### src/core/fpd_defines.svh
// Timing and layout constants for the fast-page DRAM controller
`ifndef FPD_DEFINES_SVH
`define FPD_DEFINES_SVH
`define FPD_CLK_PS 4000
`define FPD_ADDR_W 16
`define FPD_ROW_W 8
`define FPD_DATA_W 18
`define FPD_LANE_W 9
`define FPD_ROWS 256
`define FPD_INIT_CYCLES 8
`define FPD_POWERUP_US 500
`define FPD_POWERUP_CYC ((`FPD_POWERUP_US * 1000000 + `FPD_CLK_PS - 1) / `FPD_CLK_PS)
`define FPD_REF_STD_MS 4
`define FPD_REF_EXT_MS 32
`define FPD_CLK_NS (`FPD_CLK_PS / 1000)
`define FPD_REF_STD_INT ((`FPD_REF_STD_MS * 1000000 / `FPD_CLK_NS) / `FPD_ROWS)
`define FPD_REF_EXT_INT ((`FPD_REF_EXT_MS * 1000000 / `FPD_CLK_NS) / `FPD_ROWS)
`define FPD_IDLE_MS 4
`define FPD_IDLE_CYC (`FPD_IDLE_MS * 1000000 / `FPD_CLK_NS)
`define FPD_RP_NS 45
`define FPD_RP_CYC ((`FPD_RP_NS * 1000 + `FPD_CLK_PS - 1) / `FPD_CLK_PS)
`define FPD_RAS_NS 130
`define FPD_RAS_CYC ((`FPD_RAS_NS * 1000 + `FPD_CLK_PS - 1) / `FPD_CLK_PS)
`define FPD_RCD_NS 20
`define FPD_RCD_CYC ((`FPD_RCD_NS * 1000 + `FPD_CLK_PS - 1) / `FPD_CLK_PS)
`define FPD_CAS_NS 60
`define FPD_CAS_CYC ((`FPD_CAS_NS * 1000 + `FPD_CLK_PS - 1) / `FPD_CLK_PS)
`define FPD_CSR_NS 5
`define FPD_CSR_CYC ((`FPD_CSR_NS * 1000 + `FPD_CLK_PS - 1) / `FPD_CLK_PS)
`endif

### src/core/fpd_pkg.sv
// Types shared by the fast-page DRAM controller
`default_nettype none
`include "fpd_defines.svh"
package fpd_pkg;
  typedef struct packed {
    logic row_strobe_n;
    logic lower_col_strobe_n;
    logic upper_col_strobe_n;
    logic write_en_n;
    logic out_en_n;
    logic [`FPD_ROW_W-1:0] addr;
  } fpd_pins_t;
  typedef struct packed {
    logic write;
    logic [1:0] lanes;
    logic [`FPD_ADDR_W-1:0] addr;
    logic [`FPD_DATA_W-1:0] wdata;
  } fpd_req_t;
  typedef enum logic [3:0] {
    FPD_POWERUP = 4'h0,
    FPD_INIT = 4'h1,
    FPD_IDLE = 4'h2,
    FPD_ROW = 4'h3,
    FPD_COL = 4'h4,
    FPD_PRECHARGE = 4'h5,
    FPD_CBR_SETUP = 4'h6,
    FPD_CBR_RAS = 4'h7,
    FPD_SELF = 4'h8
  } fpd_state_t;
endpackage : fpd_pkg
`default_nettype wire

### src/core/fpd_refresh_timer.sv
// Refresh interval and idle-row-strobe timer
`default_nettype none
`include "fpd_defines.svh"
module fpd_refresh_timer
  import fpd_pkg::*;
#(
  parameter int unsigned STD_INT = `FPD_REF_STD_INT,
  parameter int unsigned EXT_INT = `FPD_REF_EXT_INT,
  parameter int unsigned IDLE_CYC = `FPD_IDLE_CYC
) (
  input wire logic core_clk,
  input wire logic sys_rst,
  input wire logic clk_en,
  input wire logic extended_mode,
  input wire logic ras_active,
  input wire logic refresh_done,
  output logic refresh_due,
  output logic idle_expired
);
  logic [23:0] int_cnt_q;
  logic [23:0] idle_cnt_q;
  logic [23:0] limit;

  assign limit = extended_mode ? 24'(EXT_INT) : 24'(STD_INT);

  always_ff @(posedge core_clk or posedge sys_rst) begin
    if (sys_rst) begin
      int_cnt_q <= 24'h000000;
      refresh_due <= 1'b0;
    end else if (clk_en) begin
      if (int_cnt_q >= limit - 24'h000001) begin
        int_cnt_q <= 24'h000000;
        refresh_due <= 1'b1;
      end else begin
        int_cnt_q <= int_cnt_q + 24'h000001;
        if (refresh_done) begin
          refresh_due <= 1'b0;
        end
      end
    end
  end

  always_ff @(posedge core_clk or posedge sys_rst) begin
    if (sys_rst) begin
      idle_cnt_q <= 24'h000000;
      idle_expired <= 1'b0;
    end else if (clk_en) begin
      if (ras_active) begin
        idle_cnt_q <= 24'h000000;
        idle_expired <= 1'b0;
      end else if (idle_cnt_q >= 24'(IDLE_CYC)) begin
        idle_expired <= 1'b1;
      end else begin
        idle_cnt_q <= idle_cnt_q + 24'h000001;
      end
      if (refresh_done && idle_expired && !(idle_cnt_q >= 24'(IDLE_CYC) && !ras_active)) begin
        idle_expired <= 1'b0;
      end
    end
  end
endmodule : fpd_refresh_timer
`default_nettype wire

### src/core/fpd_ctrl.sv
// Host controller that drives a 64K x 18 fast-page DRAM over its pins
// Operation
// - Row address presented at row strobe fall, column at column strobe fall.
// - All 256 rows refreshed within every 4 ms on standard parts.
// - Extended parts may spread 256 row refreshes over 32 ms.
// - Early write supplies data on enabled lanes; device outputs stay floating.
// - Delayed write and read-modify-write assert all strobes with data supplied.
// - Row-only refresh asserts row strobe with row address, write enable off.
// - After power-up wait 500 us then issue eight row-strobe cycles.
// - Row strobe may toggle during the power-up pause.
// - After row strobe idle beyond 4 ms issue eight cycles before use.
// - Eight column-before-row cycles precede reliance on that refresh mode; only self refresh waits for them, regular refresh does not.
`default_nettype none
`include "fpd_defines.svh"
module fpd_ctrl
  import fpd_pkg::*;
#(
  parameter int unsigned POWERUP_CYC = `FPD_POWERUP_CYC,
  parameter int unsigned STD_INT = `FPD_REF_STD_INT,
  parameter int unsigned EXT_INT = `FPD_REF_EXT_INT,
  parameter int unsigned IDLE_CYC = `FPD_IDLE_CYC
) (
  input wire logic core_clk,
  input wire logic sys_rst,
  input wire logic clk_en,
  input wire logic extended_mode,
  input wire logic self_refresh_req,
  input wire logic req_valid,
  output logic req_ready,
  input wire fpd_req_t req,
  output logic rsp_valid,
  output logic [`FPD_DATA_W-1:0] rsp_rdata,
  output logic init_done,
  output logic in_self_refresh,
  output fpd_pins_t pins,
  output logic [`FPD_DATA_W-1:0] dq_out,
  output logic [1:0] dq_oe,
  input wire logic [`FPD_DATA_W-1:0] dq_in
);
  localparam logic [7:0] RP_C = 8'(`FPD_RP_CYC);
  localparam logic [7:0] RAS_C = 8'(`FPD_RAS_CYC);
  localparam logic [7:0] RCD_C = 8'(`FPD_RCD_CYC);
  localparam logic [7:0] CAS_C = 8'(`FPD_CAS_CYC);
  localparam logic [7:0] CSR_C = 8'(`FPD_CSR_CYC);

  fpd_state_t state_q;
  fpd_req_t cur_q;
  logic [23:0] pu_cnt_q;
  logic [7:0] tim_q;
  logic [3:0] init_cnt_q;
  logic cbr_ready_q;
  logic [3:0] cbr_cnt_q;
  logic refresh_due;
  logic idle_expired;
  logic refresh_done;
  logic ras_active;

  function automatic logic [7:0] row_of(input logic [`FPD_ADDR_W-1:0] a);
    return a[15:8];
  endfunction : row_of

  function automatic logic [7:0] col_of(input logic [`FPD_ADDR_W-1:0] a);
    return a[7:0];
  endfunction : col_of

  assign ras_active = !pins.row_strobe_n;
  // Only a column-before-row cycle advances the device row counter
  assign refresh_done = (state_q == FPD_CBR_RAS) && tim_q == 8'h00
    && pins.row_strobe_n == 1'b0;
  // Ready mirrors exactly the idle branch that takes a request
  assign req_ready = (state_q == FPD_IDLE) && tim_q == 8'h00 && !refresh_due && !idle_expired
    && !(self_refresh_req && extended_mode) && clk_en;

  fpd_refresh_timer #(
    .STD_INT(STD_INT),
    .EXT_INT(EXT_INT),
    .IDLE_CYC(IDLE_CYC)
  ) u_timer (
    .core_clk(core_clk),
    .sys_rst(sys_rst),
    .clk_en(clk_en),
    .extended_mode(extended_mode),
    .ras_active(ras_active),
    .refresh_done(refresh_done),
    .refresh_due(refresh_due),
    .idle_expired(idle_expired)
  );

  // Main sequencer
  always_ff @(posedge core_clk or posedge sys_rst) begin
    if (sys_rst) begin
      state_q <= FPD_POWERUP;
      pu_cnt_q <= 24'h000000;
      tim_q <= 8'h00;
      init_cnt_q <= 4'h0;
      cur_q <= '0;
      init_done <= 1'b0;
      cbr_ready_q <= 1'b0;
      cbr_cnt_q <= 4'h0;
      pins <= '{1'b1, 1'b1, 1'b1, 1'b1, 1'b1, 8'h00};
      dq_oe <= 2'b00;
      dq_out <= '0;
      rsp_valid <= 1'b0;
      rsp_rdata <= '0;
      in_self_refresh <= 1'b0;
    end else if (clk_en) begin
      rsp_valid <= 1'b0;
      if (tim_q != 8'h00) begin
        tim_q <= tim_q - 8'h01;
      end
      unique case (state_q)
        FPD_POWERUP: begin
          // Row strobe held high through the pause
          if (pu_cnt_q >= 24'(POWERUP_CYC)) begin
            state_q <= FPD_INIT;
            tim_q <= RP_C;
          end else begin
            pu_cnt_q <= pu_cnt_q + 24'h000001;
          end
        end
        FPD_INIT: begin
          if (tim_q == 8'h00) begin
            if (pins.row_strobe_n) begin
              pins.row_strobe_n <= 1'b0;
              pins.write_en_n <= 1'b1;
              pins.addr <= {4'h0, init_cnt_q};
              tim_q <= RAS_C;
            end else begin
              pins.row_strobe_n <= 1'b1;
              tim_q <= RP_C;
              if (init_cnt_q == 4'(`FPD_INIT_CYCLES - 1)) begin
                init_cnt_q <= 4'h0;
                state_q <= FPD_IDLE;
                init_done <= 1'b1;
              end else begin
                init_cnt_q <= init_cnt_q + 4'h1;
              end
            end
          end
        end
        FPD_IDLE: begin
          if (tim_q == 8'h00) begin
            if (idle_expired) begin
              state_q <= FPD_INIT;
              init_done <= 1'b0;
            end else if (self_refresh_req && extended_mode && cbr_ready_q) begin
              state_q <= FPD_CBR_SETUP;
              pins.lower_col_strobe_n <= 1'b0;
              pins.upper_col_strobe_n <= 1'b0;
              tim_q <= CSR_C;
            end else if (refresh_due || (self_refresh_req && extended_mode)) begin
              state_q <= FPD_CBR_SETUP;
              pins.lower_col_strobe_n <= 1'b0;
              pins.upper_col_strobe_n <= 1'b0;
              tim_q <= CSR_C;
            end else if (req_valid) begin
              cur_q <= req;
              pins.addr <= row_of(req.addr);
              pins.row_strobe_n <= 1'b0;
              pins.write_en_n <= !req.write;
              pins.out_en_n <= 1'b1;
              state_q <= FPD_ROW;
              tim_q <= RCD_C;
            end
          end
        end
        FPD_ROW: begin
          // Column address set before strobe to stay under access reference
          pins.addr <= col_of(cur_q.addr);
          if (cur_q.write) begin
            dq_out <= cur_q.wdata;
            dq_oe <= cur_q.lanes;
          end else begin
            pins.out_en_n <= 1'b0;
          end
          if (tim_q == 8'h00) begin
            pins.lower_col_strobe_n <= !cur_q.lanes[0];
            pins.upper_col_strobe_n <= !cur_q.lanes[1];
            state_q <= FPD_COL;
            tim_q <= CAS_C;
          end
        end
        FPD_COL: begin
          if (tim_q == 8'h00) begin
            if (!cur_q.write) begin
              rsp_rdata <= dq_in;
              rsp_valid <= 1'b1;
            end
            pins.lower_col_strobe_n <= 1'b1;
            pins.upper_col_strobe_n <= 1'b1;
            pins.out_en_n <= 1'b1;
            pins.write_en_n <= 1'b1;
            dq_oe <= 2'b00;
            state_q <= FPD_PRECHARGE;
            tim_q <= (RAS_C > RCD_C + CAS_C) ? RAS_C - RCD_C - CAS_C : 8'h00;
          end
        end
        FPD_PRECHARGE: begin
          if (tim_q == 8'h00) begin
            pins.row_strobe_n <= 1'b1;
            state_q <= FPD_IDLE;
            tim_q <= RP_C;
          end
        end
        FPD_CBR_SETUP: begin
          if (tim_q == 8'h00) begin
            pins.row_strobe_n <= 1'b0;
            state_q <= FPD_CBR_RAS;
            tim_q <= RAS_C;
          end
        end
        FPD_CBR_RAS: begin
          if (tim_q == 8'h00) begin
            if (self_refresh_req && extended_mode && cbr_ready_q) begin
              state_q <= FPD_SELF;
              in_self_refresh <= 1'b1;
            end else begin
              pins.row_strobe_n <= 1'b1;
              pins.lower_col_strobe_n <= 1'b1;
              pins.upper_col_strobe_n <= 1'b1;
              state_q <= FPD_IDLE;
              tim_q <= RP_C;
              if (cbr_cnt_q == 4'(`FPD_INIT_CYCLES - 1)) begin
                cbr_ready_q <= 1'b1;
              end else begin
                cbr_cnt_q <= cbr_cnt_q + 4'h1;
              end
            end
          end
        end
        FPD_SELF: begin
          if (!self_refresh_req) begin
            pins.row_strobe_n <= 1'b1;
            pins.lower_col_strobe_n <= 1'b1;
            pins.upper_col_strobe_n <= 1'b1;
            in_self_refresh <= 1'b0;
            state_q <= FPD_IDLE;
            tim_q <= RP_C;
          end
        end
        default: begin
          state_q <= FPD_IDLE;
        end
      endcase
    end
  end
endmodule : fpd_ctrl
`default_nettype wire

### config.mk
export PLATFORM = sky130hd
export DESIGN_NAME = fpd_ctrl
export DESIGN_NICKNAME = d
export VERILOG_FILES = /design/src/core/fpd_pkg.sv /design/src/core/fpd_refresh_timer.sv /design/src/core/fpd_ctrl.sv
export VERILOG_INCLUDE_DIRS = /design/src /design/src/core
export SDC_FILE = /design/constraint.sdc
export NUM_CORES = 1
export LEC_CHECK = 0
export BUFFER_PORTS_ARGS = -buffer_cell sky130_fd_sc_hd__buf_2
export CAP_MARGIN = 20
export CORE_MARGIN = 2
export CORE_UTILIZATION = 35
export CTS_CLUSTER_SIZE = 12
export DETAILED_ROUTE_END_ITERATION = 6
export REMOVE_ABC_BUFFERS = 1
export SETUP_SLACK_MARGIN = 0.02
export SKIP_CTS_REPAIR_TIMING = 1
export SLEW_MARGIN = 10
export SYNTH_ARGS = -nofsm -noshare
export SYNTH_HDL_FRONTEND = slang
export SYNTH_SLANG_ARGS = --single-unit
### constraint.sdc
create_clock -name core_clk -period 19.16 [get_ports core_clk]
set_clock_uncertainty 0.1 [all_clocks]
set_input_delay 3.832 -clock core_clk [delete_from_list [all_inputs] [get_ports core_clk]]
set_output_delay 3.832 -clock core_clk [all_outputs]
set_load 0.05 [all_outputs]
==> results.ini <==
[outcome]
status = completed

[final_layout]
syn_to_final_growth_pct = 16.9
final_area_sq_mm = 0.0106
diodes = 0
nNetsFinal = 1019
finalNonFillerCells = 1281
drive_gt1_frac = 0.268

[placement]
place_inst = 1249
io_buffers = 115
dpl.hpwl_um = 14600
place.gp.congestion = 0.859
dpl-instance-area_sq_mm = 0.00993

[synth]
yosysSeqAreaShare = 0.493
synth_area_leaders = dfrtp_1 (48%), mux2_2 (8.3%), xnor2_1 (3.0%)
ys_warn_count = 0
ys_types = 74
syn_area_sq_mm = 0.00904
synth.top_cell.area_share = 0.479
avgSynthCellArea_sq_um = 10.8
syn_inst = 837
ys_ff_latch = 178
synth-main-ff-cell = dfrtp_1
yosys.area.top_type = dfrtp_1
synth_edf_count = 0
ys_async_sr_fraction = 1.00

[clock_network]
cts_buffers = 17
cts_tree = yes
clock_sinks = 178
clk_path_buf_depth = 2
clock_latency_ps = 440
cts-root-buf = clkbuf_16
clkTransAtPathRegs_ps = 80
cts-htree-levels = 4

[timing]
fin_setup_tns_ps = 0
worstMarginPinSlew_ps = 983
rsz0062_at_grt = no
relSlewSlack = 0.342
setup_viol = 0
min_period_ps = 9070
whs_ps = 279
min_period_over_period = 0.473
finalMaxSlewViolations = 0
hold_violations = 0
fmax_mhz = 110

[routing]
num_vias = 6837
first_pass_iters = 5
drc = 0
drtIter0Drc = 385
ant_nets = 0
via_per_inst = 5.34
wirelength_um = 21600
avgRoutedWirePerCell_um = 16.8

[die]
die_area_sq_mm = 0.0271
die_h_um = 165
initial_core_util = 0.358
die_x_um = 165
coreArea_sq_mm = 0.0253
rows = 58
ios = 116

[setup_path]
reg2reg_setup_slack_ps = 16270
worst_r2r_startpoint = tim_q[0]$_DFFE_PP0P_
crit_path_end_kind = output pin
ff2ff_path_depth = 9
critPathMaxFanout = 32
crit_type = in2out
cp-endpoint = req_ready
setup.worst_path.start_class = primary input
crit_start = clk_en
critPathRequiredTime_ps = 15230
rr_endpoint = tim_q[0]$_DFFE_PP0P_
arrival_ps = 5140

[grt]
antenna_found_initial = 0
grt_max_degree = 105
grt_usage = 0.163
overflow = 0
grt_pass1_vias = 6755
grt_pass1_wl_um = 35300

[run]
maxCapViolCount = 0

[pwr]
power.density_mw_per_mm2 = 123
ir_drop_mv = 0.0645
p_leak_nw = 5.05

[hold_path]
hold_path_class = reg2reg
hp-start = pu_cnt_q[19]$_DFFE_PP0P_

worst max-delay path, cell delays in order:
cell	delay (ps)
buf_2	90
buf_4	320
nand3_1	330
nor2_1	260
buf_2	300
cells in the mapped netlist (4+ instances only):
cell	n
a211oi_1	7
a211oi_2	4
a21o_1	5
a21oi_1	31
a22o_1	8
a31oi_1	7
and2_1	7
and3_1	20
and4_1	11
buf_1	4
buf_2	9
clkbuf_1	27
dfrtp_1	173
dfstp_2	5
ha_1	20
inv_1	23
mux2_1	11
mux2_2	67
mux2i_1	8
nand2_1	57
nand2b_1	6
nand3_1	36
nand3b_1	6
nand4_1	14
nor2_1	57
nor2b_1	7
nor3_1	17
nor4_1	10
o211ai_1	4
o21ai_0	25
o221ai_1	5
o22ai_1	7
o2bb2ai_1	4
o31a_1	4
o31ai_1	9
o41ai_1	4
or3_1	11
or4_1	5
xnor2_1	31
xor2_1	15
layout by cell type (no fill, tap or decap), types with 11 or more instances in the layout:
cell type    n
xor2_1      15
or3_1       11
inv_1       22
nand4_1     14
nor2_1      57
buf_2      115
nor3_1      17
clkbuf_16   17
nand2_1     57
dfrtp_1    173
mux2_1      11
nand3_1     36
and4_1      11
mux2_2      67
a21oi_1     31
xnor2_1     31
and3_1      20
ha_1        20
o21ai_0     25
per-layer routing:
| layer | part of all wire | up-vias | track usage |
|---|---|---|---|
| li1 | - | 3281 | - |
| met1 | 0.45 | 3373 | 0.215 |
| met2 | 0.47 | 162 | 0.263 |
| met3 | 0.061 | 21 | 0.0502 |
| met4 | 0.012 | 0 | 0.0423 |
| met5 | 0 | - | 0 |
final cells by class:
cell class,count,area [sq um]
fill,2491,14700
sequential,178,4460
multi-input combinational,592,4310
timing repair buffer,124,647
clock buffer,17,425
tap,330,413
clock inverter,15,208
inverter,25,98.8
worst min-delay path by stage:
stage | slack, ps | cells after the start | to
4_1_cts | 280 | 0 | pu_cnt_q[19]$_DFFE_PP0P_
3_5_place_dp | 270 | 0 | pu_cnt_q[19]$_DFFE_PP0P_
3_3_place_gp | 270 | 0 | pu_cnt_q[20]$_DFFE_PP0P_
2_1_floorplan | 250 | 0 | pu_cnt_q[20]$_DFFE_PP0P_
5_1_grt | 290 | 0 | pu_cnt_q[18]$_DFFE_PP0P_
6_report | 280 | 0 | pu_cnt_q[19]$_DFFE_PP0P_
where the power goes:
| part | internal, mW | switching (mW) |
|---|---|---|
| logic | 0.162 | 0.276 |
| registers | 0.442 | 0.0598 |
| clock network | 0.179 | 0.181 |
through the flow:
| stage | utilization | setup WS [ps] | total power, mW |
|---|---|---|---|
| 3_3_place_gp | 0.393 | 10090 | 0.937 |
| 5_1_grt | 0.418 | 10000 | 1.37 |
| 4_1_cts | 0.418 | 10060 | 1.31 |
| 2_1_floorplan | - | 10300 | 0.821 |
| 3_5_place_dp | 0.393 | 10070 | 0.944 |
| 6_report | 0.418 | 10090 | 1.30 |
flip-flops by register name (all words and copies together) (netlist names):
name	cells
cbr_cnt_q	4
init_cnt_q	4
pins	13
cur_q	29
in_self_refresh	1
pu_cnt_q	24
init_done	1
tim_q	8
dq_oe	2
dq_out	18
u_timer.idle_cnt_q	24
u_timer.refresh_due	1
rsp_rdata	18
u_timer.idle_expired	1
rsp_valid	1
u_timer.int_cnt_q	24
cbr_ready_q	1
state_q	4
cells by family (layout without fill, tap and decap cells):
logic type / after synthesis / count (layout) / synth area share
DFF: 178 / 178 / 0.493
adders and majority gates: 20 / 20 / 0.0277
muxes: 88 / 88 / 0.109
xor gates and xnor gates: 46 / 46 / 0.0446
buffers and inverters: 67 / 181 / 0.0299
AOI/OAI and AO/OA: 155 / 155 / 0.123
and+or+nand+nor: 283 / 283 / 0.172
No activity file was read; power rests on OpenSTA's default activity.
